<file path="config.mk">
export PLATFORM = sky130hd
export DESIGN_NAME = phyirq_regs
export DESIGN_NICKNAME = d
export VERILOG_FILES = /design/src/hw/phyirq_pkg.sv /design/src/hw/phyirq_regs.sv /design/src/hw/phyirq_energy.sv
export SDC_FILE = /design/constraint.sdc
export NUM_CORES = 1
export LEC_CHECK = 0
export ABC_CLOCK_PERIOD_IN_PS = 2350
export BUFFER_PORTS_ARGS = -buffer_cell sky130_fd_sc_hd__clkbuf_2
export CELL_PAD_IN_SITES_DETAIL_PLACEMENT = 1
export CELL_PAD_IN_SITES_GLOBAL_PLACEMENT = 2
export CORE_MARGIN = 2
export CORE_UTILIZATION = 34
export CTS_CLUSTER_SIZE = 25
export DETAILED_ROUTE_END_ITERATION = 10
export PLACE_DENSITY_LB_ADDON = 0.08
export SYNTH_ARGS = -nofsm -noshare
export SYNTH_HDL_FRONTEND = slang
export SYNTH_SLANG_ARGS = --single-unit
</file>
<file path="constraint.sdc">
create_clock -name mclk -period 2.35 [get_ports mclk]
set_clock_uncertainty 0.15 [all_clocks]
set_input_delay 0.1175 -clock mclk [delete_from_list [all_inputs] [get_ports mclk]]
set_output_delay 0.1175 -clock mclk [all_outputs]
set_load 0.02 [all_outputs]
</file>
<file path="src/hw/phyirq_pkg.sv">
package phyirq_pkg;
   // ------------------------------------------------------------
   // Register indices
   // ------------------------------------------------------------
   localparam logic [4:0]  PHYIRQ_FLAGS_IDX   = 5'h1D;
   localparam logic [4:0]  PHYIRQ_ENABLES_IDX = 5'h1E;
   localparam logic [4:0]  PHYIRQ_STATUS_IDX  = 5'h1F;
   // ------------------------------------------------------------
   // Field positions and reset values
   // ------------------------------------------------------------
   localparam int          PHYIRQ_SRC_LO      = 1;
   localparam int          PHYIRQ_SRC_HI      = 7;
   localparam int          PHYIRQ_LINK_BIT    = 4;
   localparam int          PHYIRQ_DONE_BIT    = 12;
   localparam int          PHYIRQ_PAT_LO      = 5;
   localparam int          PHYIRQ_PAT_HI      = 11;
   localparam int          PHYIRQ_SPD_LO      = 2;
   localparam logic [6:0]  PHYIRQ_PAT_RST     = 7'h02;
   localparam logic [7:0]  PHYIRQ_EN_RST      = 8'h00;
   localparam logic [7:0]  PHYIRQ_SRC_MASK    = 8'hFE;
   // ------------------------------------------------------------
   // Speed codes
   // ------------------------------------------------------------
   localparam logic [2:0]  PHYIRQ_SPD_10H     = 3'h1;
   localparam logic [2:0]  PHYIRQ_SPD_10F     = 3'h5;
   localparam logic [2:0]  PHYIRQ_SPD_100H    = 3'h2;
   localparam logic [2:0]  PHYIRQ_SPD_100F    = 3'h6;
   // ------------------------------------------------------------
   // Timing
   // ------------------------------------------------------------
   localparam longint      PHYIRQ_CLK_HZ      = 40000000;
   localparam longint      PHYIRQ_ENERGY_MS   = 256;
   localparam longint      PHYIRQ_ENERGY_CYC  = PHYIRQ_ENERGY_MS * PHYIRQ_CLK_HZ / 1000;
   localparam longint      PHYIRQ_TICK_CYC    = PHYIRQ_CLK_HZ / 1000;
endpackage

</file>
<file path="src/hw/phyirq_regs.sv">
// Operation
// - Flag bit 7 latches when energy presence is newly generated.
// - Flag bit 6 latches when auto-negotiation completes.
// - Flag bit 5 latches when a remote fault is seen from the partner.
// - Flag bit 4 latches when link status falls.
// - Flag bit 3 latches on the partner acknowledge event.
// - Flag bit 2 latches on a parallel detection fault.
// - Flag bit 1 latches when a negotiation page is received.
// - Flag bits 15 to 8 and bit 0 read as zero.
// - After reset the link-loss flag is set if the link is down.
// - Enable low byte is writable, one enables a source, resets to zero.
// - Enable upper byte reads zero and ignores writes.
// - Status bit 12 reads one only when negotiation is done.
// - Status bits 11 to 5 are writable and reset to 0000010b.
// - Status bits 4 to 2 report the resolved speed and duplex code.
// - Energy presence drops after 256 ms without line energy.
module phyirq_regs #(
   parameter int TICK_CYC = 40000,
   parameter int HOLD_MS  = 256
) (
   // Clock and reset
   input  wire logic        mclk,
   input  wire logic        rst_b,
   // Management register port
   input  wire logic [4:0]  reg_idx,
   input  wire logic        reg_rd,
   input  wire logic        reg_wr,
   input  wire logic [15:0] reg_wdata,
   output logic [15:0]      reg_rdata,
   // Line and negotiation events
   input  wire logic        line_energy,
   input  wire logic        link_up,
   input  wire logic        neg_done,
   input  wire logic        remote_fault,
   input  wire logic        partner_ack,
   input  wire logic        parallel_fault,
   input  wire logic        page_rcvd,
   input  wire logic [2:0]  resolved_speed_code,
   // Request and energy view
   output logic             irq_req,
   output logic             energy_present_o
);
   import phyirq_pkg::*;

   logic [7:0]  flags_r;
   logic [7:0]  enables_r;
   logic [6:0]  pattern_r;
   logic [7:0]  ev;
   logic        neg_prev_r;
   logic        link_prev_r;
   logic        energy_prev_r;
   logic        init_r;
   logic        energy_present;
   logic        flags_rd;

   phyirq_energy #(
      .TICK_CYC(TICK_CYC),
      .HOLD_MS (HOLD_MS)
   ) u_energy (
      .mclk          (mclk),
      .rst_b         (rst_b),
      .line_energy   (line_energy),
      .energy_present(energy_present)
   );

   // ------------------------------------------------------------
   // Event detection
   // ------------------------------------------------------------
   always_ff @(posedge mclk or negedge rst_b) begin
      if (!rst_b) begin
         link_prev_r   <= 1'b0;
         energy_prev_r <= 1'b1;
      end else begin
         link_prev_r   <= link_up;
         energy_prev_r <= energy_present;
      end
   end

   always_comb begin
      ev    = 8'h00;
      ev[7] = energy_present && !energy_prev_r;
      ev[6] = neg_done && !neg_prev_r;
      ev[5] = remote_fault;
      ev[4] = link_prev_r && !link_up;
      ev[3] = partner_ack;
      ev[2] = parallel_fault;
      ev[1] = page_rcvd;
   end

   always_ff @(posedge mclk or negedge rst_b) begin
      if (!rst_b) begin
         neg_prev_r <= 1'b0;
      end else begin
         neg_prev_r <= neg_done;
      end
   end

   // ------------------------------------------------------------
   // Latching flags, set wins over read clear
   // ------------------------------------------------------------
   assign flags_rd = reg_rd && (reg_idx == PHYIRQ_FLAGS_IDX);

   always_ff @(posedge mclk or negedge rst_b) begin
      if (!rst_b) begin
         init_r <= 1'b1;
      end else begin
         init_r <= 1'b0;
      end
   end

   always_ff @(posedge mclk or negedge rst_b) begin
      if (!rst_b) begin
         flags_r <= 8'h00;
      end else if (init_r) begin
         flags_r <= {3'h0, !link_up, 4'h0} | (ev & PHYIRQ_SRC_MASK);
      end else if (flags_rd) begin
         flags_r <= ev & PHYIRQ_SRC_MASK;
      end else begin
         flags_r <= (flags_r | ev) & PHYIRQ_SRC_MASK;
      end
   end

   // ------------------------------------------------------------
   // Writable registers
   // ------------------------------------------------------------
   always_ff @(posedge mclk or negedge rst_b) begin
      if (!rst_b) begin
         enables_r <= PHYIRQ_EN_RST;
      end else if (reg_wr && reg_idx == PHYIRQ_ENABLES_IDX) begin
         enables_r <= reg_wdata[7:0];
      end
   end

   always_ff @(posedge mclk or negedge rst_b) begin
      if (!rst_b) begin
         pattern_r <= PHYIRQ_PAT_RST;
      end else if (reg_wr && reg_idx == PHYIRQ_STATUS_IDX) begin
         pattern_r <= reg_wdata[PHYIRQ_PAT_HI:PHYIRQ_PAT_LO];
      end
   end

   // ------------------------------------------------------------
   // Read data and request
   // ------------------------------------------------------------
   always_ff @(posedge mclk or negedge rst_b) begin
      if (!rst_b) begin
         reg_rdata <= 16'h0000;
      end else if (reg_rd) begin
         if (reg_idx == PHYIRQ_FLAGS_IDX) begin
            reg_rdata <= {8'h00, flags_r};
         end else if (reg_idx == PHYIRQ_ENABLES_IDX) begin
            reg_rdata <= {8'h00, enables_r};
         end else if (reg_idx == PHYIRQ_STATUS_IDX) begin
            reg_rdata <= {3'h0, neg_done, pattern_r,
                          resolved_speed_code, 2'h0};
         end else begin
            reg_rdata <= 16'h0000;
         end
      end
   end

   always_ff @(posedge mclk or negedge rst_b) begin
      if (!rst_b) begin
         irq_req          <= 1'b0;
         energy_present_o <= 1'b1;
      end else begin
         irq_req          <= |(flags_r & enables_r);
         energy_present_o <= energy_present;
      end
   end

   chk_irq_follows: assert property (@(posedge mclk) disable iff (!rst_b)
      irq_req == $past(|(flags_r & enables_r))) else $error("irq mismatch");
   chk_flag_rsvd: assert property (@(posedge mclk) disable iff (!rst_b)
      flags_r[0] == 1'b0) else $error("reserved flag set");
   chk_link_latch: assert property (@(posedge mclk) disable iff (!rst_b)
      (link_prev_r && !link_up && !init_r) |=> flags_r[4]) else $error("link loss lost");
   chk_page_latch: assert property (@(posedge mclk) disable iff (!rst_b)
      page_rcvd |=> flags_r[1]) else $error("page flag lost");
   chk_ack_latch: assert property (@(posedge mclk) disable iff (!rst_b)
      partner_ack |=> flags_r[3]) else $error("ack flag lost");
   chk_fault_latch: assert property (@(posedge mclk) disable iff (!rst_b)
      remote_fault |=> flags_r[5]) else $error("remote fault flag lost");
   chk_parallel_latch: assert property (@(posedge mclk) disable iff (!rst_b)
      parallel_fault |=> flags_r[2]) else $error("parallel fault flag lost");
   chk_energy_latch: assert property (@(posedge mclk) disable iff (!rst_b)
      $rose(energy_present) |=> flags_r[7]) else $error("energy flag lost");
   chk_done_latch: assert property (@(posedge mclk) disable iff (!rst_b)
      $rose(neg_done) |=> flags_r[6]) else $error("done flag lost");
   chk_flag_hold: assert property (@(posedge mclk) disable iff (!rst_b)
      (flags_r[6] && !flags_rd && !init_r) |=> flags_r[6]) else $error("flag dropped");
   chk_flags_rd: assert property (@(posedge mclk) disable iff (!rst_b)
      flags_rd |=> (reg_rdata[15:8] == 8'h00 && reg_rdata[0] == 1'b0))
      else $error("reserved flag bits read");
   chk_status_rd: assert property (@(posedge mclk) disable iff (!rst_b)
      (reg_rd && reg_idx == PHYIRQ_STATUS_IDX) |=>
      reg_rdata[4:2] == $past(resolved_speed_code) && reg_rdata[12] == $past(neg_done))
      else $error("status read wrong");
   chk_enable_rd: assert property (@(posedge mclk) disable iff (!rst_b)
      (reg_rd && reg_idx == PHYIRQ_ENABLES_IDX) |=> reg_rdata[15:8] == 8'h00)
      else $error("enable upper byte");
endmodule // phyirq_regs

</file>
<file path="src/hw/phyirq_energy.sv">
module phyirq_energy #(
   parameter int TICK_CYC = 40000,
   parameter int HOLD_MS  = 256
) (
   // Clock and reset
   input  wire logic mclk,
   input  wire logic rst_b,
   // Line energy
   input  wire logic line_energy,
   output logic      energy_present
);
   import phyirq_pkg::*;

   logic [31:0] tick_cnt_r;
   logic [31:0] ms_cnt_r;
   logic        tick;

   // ------------------------------------------------------------
   // Millisecond enable, restarted by energy
   // ------------------------------------------------------------
   assign tick = (tick_cnt_r == 32'(TICK_CYC - 1));

   always_ff @(posedge mclk or negedge rst_b) begin
      if (!rst_b) begin
         tick_cnt_r <= 32'h0;
      end else if (line_energy || tick) begin
         tick_cnt_r <= 32'h0;
      end else begin
         tick_cnt_r <= tick_cnt_r + 32'h1;
      end
   end

   // Resets to one so a live line is not reported dead at power-up
   always_ff @(posedge mclk or negedge rst_b) begin
      if (!rst_b) begin
         ms_cnt_r       <= 32'h0;
         energy_present <= 1'b1;
      end else if (line_energy) begin
         ms_cnt_r       <= 32'h0;
         energy_present <= 1'b1;
      end else if (tick) begin
         if (ms_cnt_r == 32'(HOLD_MS - 1)) begin
            energy_present <= 1'b0;
         end else begin
            ms_cnt_r <= ms_cnt_r + 32'h1;
         end
      end
   end
endmodule // phyirq_energy

</file>
==> reports/metrics.yaml, run 1 <==
wirelength_microns: 16500
status: "finished, violations left"
cp_slowest_cell: "or4_1"
cts.sinks: 105
r2r-start: "u_energy.tick_cnt_r[0]"
cp-end-kind: "flop"
clockBufferDepth: 2
die-area_sq_um: 16500
die_w_microns: 128
period_needed_ns: 2.57
critPathArrivalTime_ns: 2.71
pwr-share-clk_pct: 38.8
initial_core_util_pct: 34.7
ys_seq_elements: 105
violations: "negative setup slack"
start_kind: "flop"
io_buffers: 45
core_area_sq_um: 15100
drv_slew: 0
startpoint: "u_energy.tick_cnt_r[0]"
switching_share_pct: 25.8
cts_max_level: 3
synth-seq-area-share_pct: 50.1
syn_inst: 538
grt_remaining_overflow: 0
setup_viol: 16
rows: 45
nFillCells: 1707
synth_edf_count: 0
grt_pass1_wl_microns: 26500
rsz0062_at_grt: "true"
crit_path_frequent_cell: "or4_4"
grt_pass1_vias: 5024
cap_violations: 0
setup_ws_ns: -0.220
p_switching_mw: 0.965
syn_area_per_cell_sq_um: 9.76
synth-main-ff-cell: "dfrtp_1"
finalPower_mw: 3.74
synthDistinctLibCells: 46
cp.buffers_inverters: 0
hold_path_class: "in2reg"
async_flop_share_pct: 100
ir_worst_vdd_mv: 0.397
cp_max_fo: 6
crit_chain: "ha_2 > nand4_1 > or4_1 > or4_4 > or4_4 > a21oi_2"
cts_buffers: 9
pwr-share-seq_pct: 51.9
num_antenna_cells: 0
vias: 4757
grtUsageMet3_pct: 4.38
max_stage_delay_ns: 0.56
gp_congestion: 0.839
grt_max_degree: 39
power_leakage_nw: 3.37
synth_area_sq_um: 5250
p_comb_share_pct: 9.2
place_ws_ns: -0.234
crit_family: "simple AND/OR/NAND/NOR gates"
first_pass_iters: 4
drt_iter0_drc: 147
cts_tree: "done"
fmax_mhz: 389
path_clk_slew_ns: 0.08
p_int_mw: 2.78
dp_hpwl_microns: 11300
final_nets: 751
power.density_nw_per_um2: 501
grt_use_met2_pct: 35.2
insertion_delay_ns: 0.35
cp_data_required_time_ns: 2.49
hold_violations: 0
die_h_microns: 128
cts-root-buf: "clkbuf_16"
pin_count: 53
antenna_found_initial: 0
area_growth_pct: 42.3
regArea_sq_um: 2630
drive_above_1_share_pct: 37.0
finalCritPeriodShare_pct: 109
critPathKind: "reg2reg"
worstHoldStart: "resolved_speed_code[1]"
grt_usage_pct: 20.6
busiest_layer: "met2"
multiInputGateArea_sq_um: 2840
grtUsageMet1_pct: 27.2
ant_nets: 0
drcViolationCount: 0
vias_per_cell: 5.25
yosysWarnings: 0
post_drt_wl_per_cell_microns: 18.2
tightest hold or removal path, delay by kind of cell:
kind | cells | cell delay, ns
AO/OA/AOI/OAI | 2 | 0.18
buffers and inverters | 1 | 0.08
multiplexers | 1 | 0.06
AND/OR/NAND/NOR | 1 | 0.10
per-stage QoR:
| step | instances | TNS (ns) | hold WS [ns] | area, sq um | util (%) |
|---|---|---|---|---|---|
| 2_1_floorplan | 541 | -0.499 | -0.328 | 5300 | - |
| 3_3_place_gp | 853 | -1.43 | -0.0398 | 6460 | 42.6 |
| 3_5_place_dp | 853 | -2.30 | -0.0298 | 6460 | 42.6 |
| 4_1_cts | 893 | -1.01 | 0.0582 | 7160 | 47.2 |
| 5_1_grt | 906 | -5.23 | 0.113 | 7470 | 49.4 |
| 6_report | 906 | -1.18 | 0.0680 | 7470 | 49.4 |
layer usage:
| metal | routed length [microns] | share of wire (%) |
|---|---|---|
| met1 | 7770 | 47 |
| met2 | 8160 | 49 |
| met5 | 0 | 0 |
| met3 | 427 | 2.6 |
| met4 | 146 | 0.88 |
worst paths after layout:
kind,end,slack (ns),cells past startpoint
max in group asynchronous,u_energy.ms_cnt_r[0],1.25,3
min in group asynchronous,link_prev_r,0.12,2
min,reg_rdata[3],0.07,5
max reg2reg,u_energy.ms_cnt_r[24],-0.22,6
max,u_energy.ms_cnt_r[24],-0.22,6
min reg2reg,energy_present_o,0.22,0
power by group through the flow:
stage,sequential [mW],combinational (mW),clock [mW]
3_3_place_gp,1.97,0.301,0
6_report,1.94,0.346,1.45
5_1_grt,1.95,0.384,1.56
4_1_cts,1.94,0.337,1.51
2_1_floorplan,1.98,0.142,0
3_5_place_dp,1.98,0.310,0
repair_timing:
item | CTS | global route
endpoints found under the setup margin | 25 | 33
hold buffers | 19 | 0
pin swaps | 13 | 22
gates cloned | 2 | 0
setup buffers | 4 | 16
resized for setup | 39 | 44
hold endpoints to repair | 62 | 0
placed cells by master (no fill, tap or decap), types with 7 or more instances in the layout:
master and count:
nor4_1 15, and3_1 8, mux2_2 24, xor2_1 14
xnor2_1 19, nand2_1 33, nor2_1 63, mux2i_1 8
buf_4 108, inv_1 20, clkbuf_2 44, buf_6 12
a21oi_1 17, dlygate4sd3_1 19, dfrtp_1 101, or4_1 7
nand4_1 23, nand3_1 30, nor2b_1 10, clkbuf_16 9
o21ai_0 14
cells by family after synthesis:
| logic type | Yosys count | share of synthesized area [%] |
|---|---|---|
| AO/OA/AOI/OAI | 68 | 8.20 |
| XOR/XNOR | 33 | 5.50 |
| adder cells (fa/ha/maj) | 2 | 0.476 |
| buffers and inverters | 45 | 3.45 |
| flip-flops | 105 | 50.1 |
| multiplexers | 34 | 7.10 |
| other | 1 | 0.0714 |
| AND/OR/NAND/NOR | 250 | 25.1 |
cell type report:
| type | instances | area share, % |
|---|---|---|
| Clock inverter | 6 | 0.686 |
| Timing Repair Buffer | 186 | 18.9 |
| Multi-Input combinational cell | 392 | 38.0 |
| Inverter | 20 | 1.00 |
| Sequential cell | 105 | 35.2 |
| Clock buffer | 9 | 3.01 |
| Tap cell | 188 | 3.15 |
cells in the mapped netlist (2+ instances only):
| cell | n | share of area [%] |
|---|---|---|
| a21o_1 | 4 | 0.57 |
| a21oi_1 | 19 | 1.8 |
| a22oi_1 | 4 | 0.57 |
| and2_1 | 3 | 0.36 |
| and3_1 | 8 | 0.95 |
| and4_1 | 3 | 0.50 |
| buf_1 | 2 | 0.14 |
| buf_4 | 3 | 0.43 |
| clkbuf_1 | 19 | 1.4 |
| dfrtp_1 | 101 | 48 |
| dfstp_2 | 4 | 2.0 |
| ha_1 | 2 | 0.48 |
| inv_1 | 20 | 1.4 |
| mux2_2 | 26 | 5.6 |
| mux2i_1 | 8 | 1.5 |
| nand2_1 | 34 | 2.4 |
| nand3_1 | 33 | 3.1 |
| nand4_1 | 23 | 2.7 |
| nor2_1 | 64 | 4.6 |
| nor2b_1 | 10 | 1.2 |
| nor3_1 | 11 | 1.0 |
| nor4_1 | 27 | 3.2 |
| nor4b_1 | 5 | 0.83 |
| nor4bb_1 | 2 | 0.38 |
| o211ai_1 | 4 | 0.57 |
| o21ai_0 | 16 | 1.5 |
| o22ai_1 | 5 | 0.60 |
| o311ai_0 | 3 | 0.50 |
| o31ai_1 | 6 | 0.86 |
| o41ai_1 | 2 | 0.33 |
| or2_2 | 4 | 0.48 |
| or3_1 | 9 | 1.1 |
| or4_1 | 10 | 1.4 |
| xnor2_1 | 19 | 3.2 |
| xor2_1 | 14 | 2.3 |
sequential cells by signal (all words and copies together), names as in the netlist, 7 cells and up:
signal / count
enables_r: 8
flags_r: 7
pattern_r: 7
reg_rdata: 13
u_energy.ms_cnt_r: 32
u_energy.tick_cnt_r: 32
(Power assumes the default switching activity.)
==> run 2, diff against run 1 <==
--- a/config.mk
+++ b/config.mk
@@ -7,3 +7,3 @@
 export LEC_CHECK = 0
-export ABC_CLOCK_PERIOD_IN_PS = 2350
+export ABC_CLOCK_PERIOD_IN_PS = 2580
 export BUFFER_PORTS_ARGS = -buffer_cell sky130_fd_sc_hd__clkbuf_2
@@ -12,3 +12,3 @@
 export CORE_MARGIN = 2
-export CORE_UTILIZATION = 34
+export CORE_UTILIZATION = 38
 export CTS_CLUSTER_SIZE = 25
==> constraint.sdc (replaced) <==
create_clock -name mclk -period 2.58 [get_ports mclk]
set_clock_uncertainty 0.15 [all_clocks]
set_input_delay 0.258 -clock mclk [delete_from_list [all_inputs] [get_ports mclk]]
set_output_delay 0.258 -clock mclk [all_outputs]
set_load 0.02 [all_outputs]
==> reports/metrics.yaml, run 2 (synthesis gave the netlist of run 1 again) <==
status: "finished, final reports clean"
io_buffers: 45
cts_tree: "done"
reg_top3: "u_energy.ms_cnt_r: 32 flops, u_energy.tick_cnt_r: 32 flops, reg_rdata: 13 flops"
max_stage_delay_ns: 0.54
insertion_delay_ns: 0.35
start_kind: "flop"
fin_cells: 839
power.density_nw_per_um2: 520
area_growth_pct: 28.1
setup_tns_ns: 0
cts_max_level: 3
fmax_mhz: 396
regArea_sq_um: 2630
antenna_found_initial: 0
cp-end-kind: "flop"
grt_usage_pct: 20.8
finalPower_mw: 3.50
multiInputGateArea_sq_um: 2550
vias_per_cell: 5.38
post_drt_wl_per_cell_microns: 17.5
cp.buffers_inverters: 0
ant_nets: 0
grt_pass1_vias: 4743
grt_remaining_overflow: 0
mostFrequentLayoutCell: "dfrtp_1"
critPathKind: "reg2reg"
dp_hpwl_microns: 10200
period_needed_ns: 2.53
drcViolationCount: 0
ir_worst_vdd_mv: 0.267
die_w_microns: 122
cp_max_fo: 7
path_clk_slew_ns: 0.07
nFillCells: 1534
initial_core_util_pct: 39.3
cts-root-buf: "clkbuf_16"
wirelength_microns: 14700
place_ws_ns: -0.118
first_pass_iters: 4
drive_above_1_share_pct: 28.1
crit_chain: "ha_2 > nand4_1 > or4_1 > or4_4 > or4_4 > a21oi_2"
num_antenna_cells: 0
cts_buffers: 9
grt_max_degree: 106
crit_path_frequent_cell: "or4_4"
rows: 42
die_h_microns: 122
cp_slowest_cell: "or4_1"
hold_violations: 0
critPathArrivalTime_ns: 2.65
die-area_sq_um: 14800
max_slew_margin_pct: 50.5
layout_common_cells: "dfrtp_1 (101), buf_4 (69), nor2_1 (64), clkbuf_2 (44), nand2_1 (34)"
setup_ws_ns: 0.0536
timing.hold.ws_ns: 0.0124
gp_congestion: 0.757
hold_path_class: "in2reg"
grt_pass1_wl_microns: 24200
cap_violations: 0
drv_slew: 0
power_leakage_nw: 2.93
drt_iter0_drc: 168
crit_family: "simple AND/OR/NAND/NOR gates"
finalCritPeriodShare_pct: 97.9
core_area_sq_um: 13300
pin_count: 53
vias: 4517
setup_viol: 0
cp_data_required_time_ns: 2.71
rsz0062_at_grt: "true"
cts.sinks: 105
place_inst: 806
clockBufferDepth: 2
final_nets: 695
max_slew.worst_pin.slew_ns: 0.742
## run 2: stage by stage
| step | area, sq um | util [%] |
|---|---|---|
| detailed placement | 6170 | 46.2 |
| global route | 6730 | 50.4 |
| global placement | 6170 | 46.2 |
| CTS | 6670 | 50.0 |
| floorplan | 5260 | - |
| finish | 6730 | 50.4 |
## run 2: final cells by class
class / instances / area share [%]
Timing Repair Buffer: 131 / 14.0
Tap cell: 176 / 3.27
Inverter: 20 / 1.12
Sequential cell: 105 / 39.1
Clock buffer: 11 / 3.76
Clock inverter: 5 / 0.911
Multi-Input combinational cell: 391 / 37.9
## run 2: metal layers
metal  part of all wire [%]  global-route usage [%]  vias to the layer above
li1                       -                       -                     2172
met3                    3.0                    3.04                       16
met5                      0                       0                        -
met2                     48                    34.2                       84
met1                     48                    28.4                     2245
met4                    1.3                    6.61                        0
## run 2: power by group
| part | internal, mW | switching, mW |
|---|---|---|
| combinational | 0.128 | 0.161 |
| clock | 0.812 | 0.631 |
| sequential | 1.72 | 0.0451 |
| total | 2.66 | 0.836 |
## run 2: final timing paths
path	end	cells past startpoint	start	slack, ns
max	u_energy.ms_cnt_r[30]	6	u_energy.tick_cnt_r[0]	0.05
min in group asynchronous	flags_r[4]	3	rst_b	0.37
max reg2reg	u_energy.ms_cnt_r[30]	6	u_energy.tick_cnt_r[0]	0.05
min	enables_r[7]	2	reg_wdata[7]	0.01
min reg2reg	energy_present_o	0	u_energy.energy_present	0.22
max in group asynchronous	u_energy.tick_cnt_r[22]	3	rst_b	1.48
## run 2: worst reg2reg max path, stage by stage (launching register included)
cell,delay [ns]
dfrtp_1,0.36
ha_2,0.18
nand4_1,0.15
or4_1,0.54
or4_4,0.49
or4_4,0.44
a21oi_2,0.15
## run 2: timing repair
| action | 4_1_cts | 5_1_grt |
|---|---|---|
| endpoints found under the setup margin | 7 | 11 |
| endpoints found under the hold margin | 117 | 0 |
| resized for setup | 5 | 10 |
| setup buffers | 0 | 1 |
| hold buffers | 16 | 0 |
| pin swaps | 1 | 3 |
==> run 3, diff against run 2 <==
- ABC_AREA: default -> 1
- CORE_UTILIZATION: 38 -> 34
==> reports/metrics.yaml, run 3 <==
status: "finished, final reports clean"
synth_largest_area_cell: "dfrtp_1"
power_leakage_nw: 3.19
syn_inst: 817
max_stage_delay_ns: 0.67
cp_data_required_time_ns: 2.72
grt_max_degree: 42
yosys-top-cells-count: "nand2_1 (293), nor2_1 (155), dfrtp_1 (101), inv_1 (70), nand3_1 (28)"
finalCritPeriodShare_pct: 90.6
ys_top_cells_by_area: "dfrtp_1 (43%), nand2_1 (19%), nor2_1 (10%)"
vias: 5407
regArea_sq_um: 2630
antenna_found_initial: 0
post_dp_cell_area_sq_um: 6290
grt_pass1_vias: 5744
synth-main-ff-cell: "dfrtp_1"
crit_path_frequent_cell: "nand2_1"
grt_usage_pct: 19.7
fmax_mhz: 428
cts_resized: 0
cts_tree: "done"
start_kind: "flop"
grt_remaining_overflow: 0
final_nets: 922
period_needed_ns: 2.34
clockBufferDepth: 2
synth_most_common_cell: "nand2_1"
setup_viol: 0
grt_pass1_wl_microns: 28400
ys_seq_elements: 105
reg_top3: "u_energy.ms_cnt_r: 32 flops, u_energy.tick_cnt_r: 32 flops, reg_rdata: 13 flops"
critPathKind: "reg2reg"
insertion_delay_ns: 0.35
cp-end-kind: "flop"
die_h_microns: 135
post-route-cell-area_sq_um: 6820
die_w_microns: 135
io_buffers: 45
vias_per_cell: 4.87
layout_common_cells: "nand2_1 (293), nor2_1 (155), dfrtp_1 (101), inv_1 (70), clkbuf_2 (44)"
post_drt_wl_per_cell_microns: 15.0
cts_buffers: 9
initial_core_util_pct: 35.0
synthDistinctLibCells: 39
area_growth_pct: 17.1
fin_cells: 1110
yosysWarnings: 0
syn_area_per_cell_sq_um: 7.12
max_slew.worst_pin.slew_ns: 0.829
finalPower_mw: 3.61
multiInputGateArea_sq_um: 2800
hold_path_class: "in2reg"
place_inst: 1074
dp_hpwl_microns: 12100
yosys.area.top_type_share_pct: 43.4
post-cts-setup-buffer-count: 0
crit_chain: "ha_1 > nand2_2 > inv_2 > nand2_1 > nor2_1 > nand2_1 > nor2_2 > nor2_2 > nor2_4 > nand2_1 > nand2_1"
gp_congestion: 0.842
cp_slowest_cell: "nor2_4"
die-area_sq_um: 18200
hold_violations: 0
core_area_sq_um: 16600
first_pass_iters: 4
synth_area_sq_um: 5820
cts-root-buf: "clkbuf_16"
ir_worst_vdd_mv: 0.316
cts.sinks: 105
critPathArrivalTime_ns: 2.47
rows: 47
timing.hold.ws_ns: 0.0193
ant_nets: 0
pin_count: 53
wirelength_microns: 16700
cap_violations: 0
mostFrequentLayoutCell: "nand2_1"
rsz0062_at_grt: "true"
power.density_nw_per_um2: 530
max_slew_margin_pct: 44.6
nFillCells: 2151
cp_max_fo: 32
num_antenna_cells: 0
synth_edf_count: 0
synth-seq-area-share_pct: 45.2
drcViolationCount: 0
drive_above_1_share_pct: 11.6
async_flop_share_pct: 100
cts_max_level: 3
drv_slew: 0
post-route-util_pct: 41.0
drt_iter0_drc: 185
path_clk_slew_ns: 0.07
-- run 3: power breakdown --
part / leakage (nW) / internal, mW / switching, mW
clock network: 0.157 / 0.886 / 0.658
registers: 1.40 / 1.72 / 0.0527
logic: 1.63 / 0.115 / 0.175
total: 3.19 / 2.72 / 0.887
-- run 3: routing by layer --
| metal | track usage [%] | vias up | share of wire, % |
|---|---|---|---|
| met5 | 0 | - | 0 |
| met4 | 5.03 | 0 | 1.1 |
| met3 | 3.60 | 16 | 2.8 |
| met2 | 33.9 | 58 | 49 |
| met1 | 25.6 | 2648 | 47 |
| li1 | - | 2685 | - |
-- run 3: final cells by class --
type                    count  share of cell area, %
clock buffers              11                   3.56
clock inverters             5                   1.25
inverters                  76                   4.19
multi-input cells         621                   41.1
flip-flops and latches    105                   38.6
well taps                 220                   4.04
repair buffers             72                   7.23
-- run 3: cells by family after synthesis --
| family | after synthesis | share of synthesized area [%] |
|---|---|---|
| and+or+nand+nor | 523 | 36.4 |
| DFF | 105 | 45.2 |
| buffers and inverters | 94 | 6.82 |
| AOI/OAI and AO/OA | 65 | 6.67 |
| xor gates and xnor gates | 19 | 2.86 |
| muxes | 8 | 1.55 |
| adders and majority gates | 2 | 0.430 |
| other | 1 | 0.0644 |
-- run 3: final timing paths --
check / start / endpoint / slack, ns / depth (start not counted)
setup / recovery: u_energy.tick_cnt_r[0] / u_energy.ms_cnt_r[4] / 0.24 / 11
hold / removal: reg_wdata[7] / pattern_r[2] / 0.02 / 3
setup reg to reg: u_energy.tick_cnt_r[0] / u_energy.ms_cnt_r[4] / 0.24 / 11
hold reg to reg: u_energy.energy_present / energy_present_o / 0.22 / 0
max in group asynchronous: rst_b / init_r / 1.42 / 3
min in group asynchronous: rst_b / u_energy.ms_cnt_r[19] / 0.18 / 2
-- run 3: repair_timing --
| item | in CTS | in global routing |
|---|---|---|
| endpoints found under the hold margin | 81 | 0 |
| endpoints found under the setup margin | 0 | 6 |
| hold buffers | 20 | 0 |
-- run 3: through the flow --
step / setup slack, ns / TNS [ns]
floorplan: 0.781 / 0
global placement: 0.268 / 0
detailed placement: 0.158 / 0
CTS: 0.143 / 0
global route: -0.0223 / -0.0402
finish: 0.243 / 0
-- run 3: critical path, delay by kind of cell (launching register included) --
kind / cells / cell delay [ns]
AND/OR/NAND/NOR: 9 / 1.46
flip-flops: 1 / 0.38
adder cells (fa/ha/maj): 1 / 0.20
buffers and inverters: 1 / 0.06
